**src/common/scp_pkg.sv**
```systemverilog
// Constants, state encoding and address helpers for the serial control port
package scp_pkg;

    localparam logic [7:0] CTRL_ADDR_STRAP_LOW  = 8'h40;
    localparam logic [7:0] CTRL_ADDR_STRAP_HIGH = 8'h42;
    localparam logic [7:0] VBI_ADDR_STRAP_LOW   = 8'h21;
    localparam logic [7:0] VBI_ADDR_STRAP_HIGH  = 8'h23;

    localparam logic [3:0] BIT_CNT_RESET = 4'h0;
    localparam logic [3:0] BYTE_BITS     = 4'h8;
    localparam logic [7:0] BYTE_RESET    = 8'h00;
    localparam logic [7:0] SUBADDR_STEP  = 8'h01;

    typedef enum logic [6:0]
    {
        ST_IDLE     = 7'h01,
        ST_ADDR     = 7'h02,
        ST_ADDR_ACK = 7'h04,
        ST_WR_BYTE  = 7'h08,
        ST_WR_ACK   = 7'h10,
        ST_RD_BYTE  = 7'h20,
        ST_RD_ACK   = 7'h40
    } scp_state_t;

    // Full address byte, direction bit included, of the register write target
    function automatic logic [7:0] ctrl_address(input logic strap);
        return strap ? CTRL_ADDR_STRAP_HIGH : CTRL_ADDR_STRAP_LOW;
    endfunction : ctrl_address

    // Full address byte, direction bit included, of the readback target
    function automatic logic [7:0] vbi_address(input logic strap);
        return strap ? VBI_ADDR_STRAP_HIGH : VBI_ADDR_STRAP_LOW;
    endfunction : vbi_address

endpackage : scp_pkg

```
**src/common/scp_line_if.sv**
```systemverilog
// Synchronised line events passed from the pin sensor to the protocol core
`timescale 1ns/1ps
interface scp_line_if;
    logic scl_rise;
    logic scl_fall;
    logic start_seen;
    logic stop_seen;
    logic sda_level;
    logic strap_level;
    logic pin_reset;

    modport sense
    (
        output scl_rise,
        output scl_fall,
        output start_seen,
        output stop_seen,
        output sda_level,
        output strap_level,
        output pin_reset
    );

    modport core
    (
        input scl_rise,
        input scl_fall,
        input start_seen,
        input stop_seen,
        input sda_level,
        input strap_level,
        input pin_reset
    );
endinterface : scp_line_if

```
**src/rtl/scp_serial_control_port.sv**
```systemverilog
// Two-wire bus target with a register write port and a readback port
// Notes on behaviour
// Low reset pin returns every part of the port to its reset state; the pin sensor is reset by i_rst only.
// Far side holds the reset pin low at least 5 ms per reset; the bench holds it low for only 20 and 6 system clocks.
// Two targets: register write port and vertical-blanking readback port.
// Strap low: write port answers 0x40, readback answers 0x21.
// Strap high: write port answers 0x42, readback answers 0x23.
// Far side never runs the serial clock above 400 kHz; the bench host model runs it at 2.5 MHz.
// One data pin: sampled during writes, driven for acknowledge and readback.
// Only matching address bytes are acknowledged; other traffic is ignored.
`timescale 1ns/1ps
module scp_serial_control_port
(
    input  wire logic        i_clock,
    input  wire logic        i_rst,
    input  wire logic        i_reset_n,
    input  wire logic        i_bus_address_strap,
    input  wire logic        i_scl,
    input  wire logic        i_serial_data_line_in,
    output logic             o_serial_data_line_out,
    output logic             o_serial_data_line_oe_n,
    output logic             o_wr_valid,
    output logic [7:0]       o_wr_sub_addr,
    output logic [7:0]       o_wr_data,
    output logic             o_vbi_rd_strobe,
    input  wire logic [7:0]  i_vbi_data
);

    scp_line_if line ();

    scp_pkg::scp_state_t state;
    logic [3:0]          bit_cnt;
    logic [7:0]          shift;
    logic                is_read;
    logic                acked;
    logic                have_sub;
    logic [7:0]          sub_addr;
    logic                rst_int;
    logic                addr_done;
    logic                ctrl_hit;
    logic                vbi_hit;
    logic                wr_done;
    logic                rd_load;
    logic                next_hold;
    logic                next_low;

    // The sensor runs on the system reset only, so it keeps watching the pin
    scp_line_sense u_sense
    (
        .i_clock             (i_clock),
        .i_rst               (i_rst),
        .i_reset_n           (i_reset_n),
        .i_bus_address_strap (i_bus_address_strap),
        .i_scl               (i_scl),
        .i_sda               (i_serial_data_line_in),
        .line                (line.sense)
    );

    assign rst_int   = i_rst | line.pin_reset;
    assign addr_done = state == scp_pkg::ST_ADDR && line.scl_fall && bit_cnt == scp_pkg::BYTE_BITS;
    assign ctrl_hit  = (shift == scp_pkg::ctrl_address(line.strap_level));
    assign vbi_hit   = (shift == scp_pkg::vbi_address(line.strap_level));
    assign wr_done   = (state == scp_pkg::ST_WR_BYTE) && line.scl_fall
                       && (bit_cnt == scp_pkg::BYTE_BITS);
    assign rd_load   = line.scl_fall && ((state == scp_pkg::ST_ADDR_ACK && is_read)
                       || (state == scp_pkg::ST_RD_ACK && acked));

    // Protocol sequencing; start and stop override any state
    always_ff @(posedge i_clock)
    begin
        if (rst_int)
        begin
            state   <= scp_pkg::ST_IDLE;
            bit_cnt <= scp_pkg::BIT_CNT_RESET;
            shift   <= scp_pkg::BYTE_RESET;
            is_read <= 1'b0;
            acked   <= 1'b0;
        end
        else if (line.start_seen)
        begin
            state   <= scp_pkg::ST_ADDR;
            bit_cnt <= scp_pkg::BIT_CNT_RESET;
        end
        else if (line.stop_seen)
        begin
            state <= scp_pkg::ST_IDLE;
        end
        else
        begin
            case (state)
                scp_pkg::ST_IDLE:
                begin
                    bit_cnt <= scp_pkg::BIT_CNT_RESET;
                end
                scp_pkg::ST_ADDR:
                begin
                    if (line.scl_rise)
                    begin
                        shift   <= {shift[6:0], line.sda_level};
                        bit_cnt <= bit_cnt + 4'h1;
                    end
                    else if (addr_done)
                    begin
                        state   <= (ctrl_hit || vbi_hit) ? scp_pkg::ST_ADDR_ACK
                                                         : scp_pkg::ST_IDLE;
                        is_read <= vbi_hit;
                    end
                end
                scp_pkg::ST_ADDR_ACK:
                begin
                    if (line.scl_fall)
                    begin
                        bit_cnt <= scp_pkg::BIT_CNT_RESET;
                        state   <= is_read ? scp_pkg::ST_RD_BYTE : scp_pkg::ST_WR_BYTE;
                        if (is_read)
                        begin
                            shift <= i_vbi_data;
                        end
                    end
                end
                scp_pkg::ST_WR_BYTE:
                begin
                    if (line.scl_rise)
                    begin
                        shift   <= {shift[6:0], line.sda_level};
                        bit_cnt <= bit_cnt + 4'h1;
                    end
                    else if (wr_done)
                    begin
                        state <= scp_pkg::ST_WR_ACK;
                    end
                end
                scp_pkg::ST_WR_ACK:
                begin
                    if (line.scl_fall)
                    begin
                        bit_cnt <= scp_pkg::BIT_CNT_RESET;
                        state   <= scp_pkg::ST_WR_BYTE;
                    end
                end
                scp_pkg::ST_RD_BYTE:
                begin
                    if (line.scl_rise)
                    begin
                        bit_cnt <= bit_cnt + 4'h1;
                    end
                    else if (line.scl_fall)
                    begin
                        if (bit_cnt == scp_pkg::BYTE_BITS)
                        begin
                            state <= scp_pkg::ST_RD_ACK;
                        end
                        else
                        begin
                            shift <= {shift[6:0], 1'b0};
                        end
                    end
                end
                scp_pkg::ST_RD_ACK:
                begin
                    if (line.scl_rise)
                    begin
                        acked <= ~line.sda_level;
                    end
                    else if (line.scl_fall)
                    begin
                        bit_cnt <= scp_pkg::BIT_CNT_RESET;
                        // A not-acknowledge ends the readback until the next start
                        state   <= acked ? scp_pkg::ST_RD_BYTE : scp_pkg::ST_IDLE;
                        if (acked)
                        begin
                            shift <= i_vbi_data;
                        end
                    end
                end
                default:
                begin
                    state <= scp_pkg::ST_IDLE;
                end
            endcase
        end
    end

    // Data line drive; changes just after a clock fall, or is released on a start or stop, so the host sees
    // it settled long before the next rise
    always_comb
    begin
        next_hold = 1'b1;
        next_low  = 1'b0;
        if (line.start_seen || line.stop_seen)
        begin
            next_hold = 1'b0;
        end
        else if (addr_done)
        begin
            next_hold = 1'b0;
            next_low  = ctrl_hit || vbi_hit;
        end
        else if (line.scl_fall)
        begin
            case (state)
                scp_pkg::ST_ADDR_ACK:
                begin
                    next_hold = 1'b0;
                    next_low  = is_read && !i_vbi_data[7];
                end
                scp_pkg::ST_WR_BYTE:
                begin
                    next_hold = 1'b0;
                    next_low  = (bit_cnt == scp_pkg::BYTE_BITS);
                end
                scp_pkg::ST_WR_ACK:
                begin
                    next_hold = 1'b0;
                end
                scp_pkg::ST_RD_BYTE:
                begin
                    next_hold = 1'b0;
                    next_low  = (bit_cnt != scp_pkg::BYTE_BITS) && !shift[6];
                end
                scp_pkg::ST_RD_ACK:
                begin
                    next_hold = 1'b0;
                    next_low  = acked && !i_vbi_data[7];
                end
                default:
                begin
                    next_hold = 1'b1;
                end
            endcase
        end
    end

    // Open drain: a one is sent by releasing the line
    always_ff @(posedge i_clock)
    begin
        if (rst_int)
        begin
            o_serial_data_line_out  <= 1'b1;
            o_serial_data_line_oe_n <= 1'b1;
        end
        else if (!next_hold)
        begin
            o_serial_data_line_out  <= ~next_low;
            o_serial_data_line_oe_n <= ~next_low;
        end
    end

    // First byte after the write address is the sub-address, later bytes
    // are data to consecutive sub-addresses
    always_ff @(posedge i_clock)
    begin
        if (rst_int)
        begin
            have_sub        <= 1'b0;
            sub_addr        <= scp_pkg::BYTE_RESET;
            o_wr_valid      <= 1'b0;
            o_wr_sub_addr   <= scp_pkg::BYTE_RESET;
            o_wr_data       <= scp_pkg::BYTE_RESET;
            o_vbi_rd_strobe <= 1'b0;
        end
        else
        begin
            o_wr_valid      <= wr_done && have_sub;
            o_vbi_rd_strobe <= rd_load;
            if (line.start_seen)
            begin
                have_sub <= 1'b0;
            end
            else if (wr_done && !have_sub)
            begin
                have_sub <= 1'b1;
                sub_addr <= shift;
            end
            else if (wr_done)
            begin
                o_wr_sub_addr <= sub_addr;
                o_wr_data     <= shift;
                sub_addr      <= sub_addr + scp_pkg::SUBADDR_STEP;
            end
        end
    end
endmodule : scp_serial_control_port

```
**src/rtl/scp_line_sense.sv**
```systemverilog
// Pin synchronisers and bus edge, start and stop detection
`timescale 1ns/1ps
module scp_line_sense
(
    input  wire logic  i_clock,
    input  wire logic  i_rst,
    input  wire logic  i_reset_n,
    input  wire logic  i_bus_address_strap,
    input  wire logic  i_scl,
    input  wire logic  i_sda,
    scp_line_if.sense  line
);

    logic scl_meta;
    logic scl_sync;
    logic scl_prev;
    logic sda_meta;
    logic sda_sync;
    logic sda_prev;
    logic rstn_meta;
    logic rstn_sync;
    logic strap_meta;
    logic strap_sync;

    // Idle bus lines are high, so reset to high to avoid a false start
    always_ff @(posedge i_clock)
    begin
        if (i_rst)
        begin
            scl_meta   <= 1'b1;
            scl_sync   <= 1'b1;
            sda_meta   <= 1'b1;
            sda_sync   <= 1'b1;
            rstn_meta  <= 1'b1;
            rstn_sync  <= 1'b1;
            strap_meta <= 1'b0;
            strap_sync <= 1'b0;
        end
        else
        begin
            scl_meta   <= i_scl;
            scl_sync   <= scl_meta;
            sda_meta   <= i_sda;
            sda_sync   <= sda_meta;
            rstn_meta  <= i_reset_n;
            rstn_sync  <= rstn_meta;
            strap_meta <= i_bus_address_strap;
            strap_sync <= strap_meta;
        end
    end

    always_ff @(posedge i_clock)
    begin
        if (i_rst)
        begin
            scl_prev         <= 1'b1;
            sda_prev         <= 1'b1;
            line.scl_rise    <= 1'b0;
            line.scl_fall    <= 1'b0;
            line.start_seen  <= 1'b0;
            line.stop_seen   <= 1'b0;
            line.sda_level   <= 1'b1;
            line.strap_level <= 1'b0;
            line.pin_reset   <= 1'b0;
        end
        else
        begin
            scl_prev         <= scl_sync;
            sda_prev         <= sda_sync;
            line.scl_rise    <= scl_sync & ~scl_prev;
            line.scl_fall    <= ~scl_sync & scl_prev;
            line.start_seen  <= scl_sync & scl_prev & sda_prev & ~sda_sync;
            line.stop_seen   <= scl_sync & scl_prev & ~sda_prev & sda_sync;
            line.sda_level   <= sda_sync;
            line.strap_level <= strap_sync;
            line.pin_reset   <= ~rstn_sync;
        end
    end

endmodule : scp_line_sense

```
**config.mk**
```make
export PLATFORM = sky130hd
export DESIGN_NAME = scp_serial_control_port
export DESIGN_NICKNAME = d
export VERILOG_FILES = /design/src/common/scp_pkg.sv /design/src/common/scp_line_if.sv /design/src/rtl/scp_serial_control_port.sv /design/src/rtl/scp_line_sense.sv
export SDC_FILE = /design/constraint.sdc
export NUM_CORES = 1
export LEC_CHECK = 0
export ABC_AREA = 1
export BUFFER_PORTS_ARGS = -buffer_cell sky130_fd_sc_hd__buf_2
export CORE_AREA = 2 2 75 77
export DETAILED_ROUTE_END_ITERATION = 7
export DIE_AREA = 0 0 77 79
export GPL_TIMING_DRIVEN = 1
export HOLD_SLACK_MARGIN = 0.15
export PLACE_DENSITY = 0.93
export SLEW_MARGIN = 20
export SYNTH_ARGS = -nofsm -noshare
export SYNTH_HDL_FRONTEND = slang
export SYNTH_SLANG_ARGS = --single-unit
```
**constraint.sdc**
```tcl
create_clock -name i_clock -period 3.7 [get_ports i_clock]
set_input_delay 1.11 -clock i_clock [delete_from_list [all_inputs] [get_ports i_clock]]
set_output_delay 1.11 -clock i_clock [all_outputs]
set_load 0.01 [all_outputs]
```
==> results.py <==
metrics = {
    "status": {
        "run_status": "finished, final reports clean",
    },
    "synthesis": {
        "netlist_area_before_placement_sq_um": 3258,
        "synth_area_per_cell_sq_um": 7.114,
        "synth_ff_type": "dfxtp_1",
        "ys_ff_latch": 65,
        "synthesis.instances": 458,
        "post_synth_main_area_contributors": "dfxtp_1 40%, nand2_1 10%, nor2_1 9.2%, inv_1 7.5%, a21oi_1 3.4%",
        "yosysWarningCount": 0,
        "yosys.cell_types.count": 39,
        "netlist.area_leader.share_pct": 39.94,
        "synth_async_sr_flop_share_pct": 0,
        "synth-edff-count": 0,
        "synth_fp_nets": 475,
        "synth_sequential_area_ratio_pct": 39.94,
        "synth_top_area_cell": "dfxtp_1",
    },
    "drt": {
        "detail-route-antenna-nets": 0,
        "route.final.wire_length_mm": 7.626,
        "dr_wl_met2_mm": 3.558,
        "met1_length_mm": 3.466,
        "maxUsedRoutingLayer": "met4",
        "route.detailed.vias_per_inst": 5.385,
        "drt_iter0_drc": 203,
        "drtPass1Iterations": 5,
        "detail_route.drc_violations": 0,
        "dr_total_vias": 3064,
        "wire_per_inst_um": 13.40,
        "detailroute.wirelength.met3_um": 408,
    },
    "placement": {
        "port_buffers": 33,
        "gp_routability_congestion": 0.9109,
        "pre_cts_setup_slack_ps": 1214,
        "dp.final_hpwl_mm": 5.591,
    },
    "worst_setup_path": {
        "required_ps": 3930,
        "cp_data_arrival_time_ps": 2420,
        "worst_r2r_path_depth": 11,
        "worst_setup_sp_type": "input port",
        "worstSetupPathType": "input port to flop",
        "critical_path.endpoint_type": "flop",
        "regToRegStartpoint": "state[5]",
        "reg2reg_setup_slack_ps": 1680,
        "worst-path-max-fanout": 16,
        "r2r_end": "bit_cnt[1]",
    },
    "sta": {
        "finalWorstSetupSlack_ps": 1505,
        "slew-limit-headroom_pct": 74.16,
        "fin_tns_setup_ps": 0,
        "rsz0062_at_grt": "false",
        "timing_max_transition_violations_final": 0,
        "fin_crit_ps": 2195,
        "final.setup_skew_ps": 10.73,
        "finalCritPeriodShare_pct": 59.32,
        "timing.final.hold_violations": 0,
        "setup_viol_count_final": 0,
        "maxClockFrequency_mhz": 455.6,
        "max_slew.worst_pin.slew_ps": 386.7,
    },
    "hold_path": {
        "worstHoldEndpoint": "u_sense.line.pin_reset",
        "holdCritStartpoint": "u_sense.rstn_sync",
        "min_delay_path_class": "flop to flop",
        "min_delay_path_depth": 1,
    },
    "clock_tree": {
        "cts-hold-fix-buffers": 0,
        "clock-sinks": 65,
        "clk_pin_slew_ps": 70,
        "cts_buffer_depth": 2,
        "post_cts.resized_instances": 0,
        "cts_post_setup_buffers_inserted": 0,
        "cts-buffers-inserted": 9,
        "h-tree-depth": 3,
        "worstSkewPairLatency_ps": 340,
        "clock_root_cell": "clkbuf_8",
        "tritoncts": "built",
    },
    "floorplan": {
        "die_area_sq_um": 6083,
        "placeable_core_area_sq_um": 5338,
        "initial_utilization_pct": 61.04,
        "pin_count": 34,
        "die_width_um": 77,
        "die_height_um": 79,
        "placement_rows": 27,
    },
    "power": {
        "ir_drop_worst_vdd_uv": 382.2,
        "cellPowerDensity_nw_per_um2": 574.5,
        "p_leak_nw": 1.731,
    },
    "finish": {
        "n_antenna_cell": 0,
        "syn_to_final_growth_pct": 11.75,
        "final_layout_size_suffix_gt1_share_pct": 17.30,
        "fin_nets": 511,
        "final.fill_count": 461,
    },
    "global_routing": {
        "first_global_vias": 3020,
        "grt_util_all_layers_pct": 26.92,
        "grt_antenna_before_repair": 0,
        "grt_first_pass_wirelength_mm": 13.14,
        "grt_max_degree": 33,
        "globalRouteOverflowTotal": 0,
    },
    "run": {
        "timing.max_cap.violations": 0,
    },
}
synth_stat cells, types with 3 or more instances:
master,instances
nor2_2,4
nand3_2,5
nand2_2,4
inv_2,3
o21ai_0,20
nor2_4,5
or2_2,6
clkbuf_1,4
a21oi_1,22
xnor2_1,3
nand2_1,88
a21boi_0,4
ha_1,3
nor2_1,80
nand3_1,17
nand2_4,5
nor3_1,7
dfxtp_1,65
buf_6,3
inv_1,65
nand4_1,8
a211oi_1,14
power breakdown:
group	total [mW]	switching (mW)	internal, mW
clock network	0.547	0.256	0.291
registers	0.834	0.0717	0.763
logic	0.710	0.489	0.222
total	2.09	0.817	1.27
state kept, by name, summed over array words and instances (netlist names), 4 cells and up:
signal         flops
o_wr_sub_addr      8
shift              8
o_wr_data          8
sub_addr           8
bit_cnt            4
state              7
worst max-delay path by stage:
stage                                    endpoint  startpoint  cells past startpoint
after global routing      o_serial_data_line_oe_n       i_rst                      9
after global placement    o_serial_data_line_oe_n       i_rst                      9
after floorplan           o_serial_data_line_oe_n       i_rst                      7
after CTS                 o_serial_data_line_oe_n       i_rst                      9
after detailed placement  o_serial_data_line_oe_n       i_rst                      9
final                     o_serial_data_line_oe_n       i_rst                      9
cell type report:
type / count / area (sq um) / area share, %
well taps: 72 / 90.09 / 2.474
flip-flops and latches: 65 / 1301 / 35.74
repair buffers: 35 / 180.2 / 4.948
clock buffers: 12 / 165.2 / 4.536
clock inverters: 2 / 13.76 / 0.3780
multi-input cells: 314 / 1627 / 44.67
inverters: 69 / 264.0 / 7.251
metal layers:
layer	GRT usage, %	vias to the layer above
li1	-	1531
met1	33.07	1405
met2	45.53	105
met3	5.455	23
met4	12.86	0
met5	0	-
through the flow:
step           hold WS (ps)  total power [mW]  cells  instance area (sq um)  util, %
2_1_floorplan         362.7             1.393    458                   3258        -
3_3_place_gp          367.4             1.515    555                   3462    64.86
3_5_place_dp          382.2             1.540    555                   3462    64.86
4_1_cts               391.2             2.076    569                   3641    68.21
5_1_grt               395.8             2.218    569                   3641    68.21
6_report              389.0             2.092    569                   3641    68.21
kinds of logic after synthesis:
kind of cell,after synthesis,synth area share (%)
buf+inv,79,10.14
xor+xnor,5,1.344
simple gates,232,33.26
flops,65,39.94
compound gates,74,14.17
fa+ha+maj,3,1.152
placed cells by master (no fill, tap or decap), types with 3 or more instances in the layout:
cell       n
nor2_1    80
a21boi_0   4
clkbuf_8  12
a211oi_1  14
nand2_1   88
nand4_1    8
nand3_1   17
a21oi_1   22
nor2_4     5
inv_1     65
ha_1       3
nor2_2     4
o21ai_0   20
dfxtp_1   65
inv_2      3
nand3_2    5
nand2_4    5
nand2_2    4
xnor2_1    3
or2_2      6
buf_2     33
nor3_1     7
worst max-delay path, cell delays in order:
cell and delay [ps]:
buf_2 170, nor2_1 120, buf_4 220, inv_1 70, nor2_1 80, inv_1 100
nor2_1 300, o21a_1 180, nand2_1 50
(Power assumes the default switching activity.)
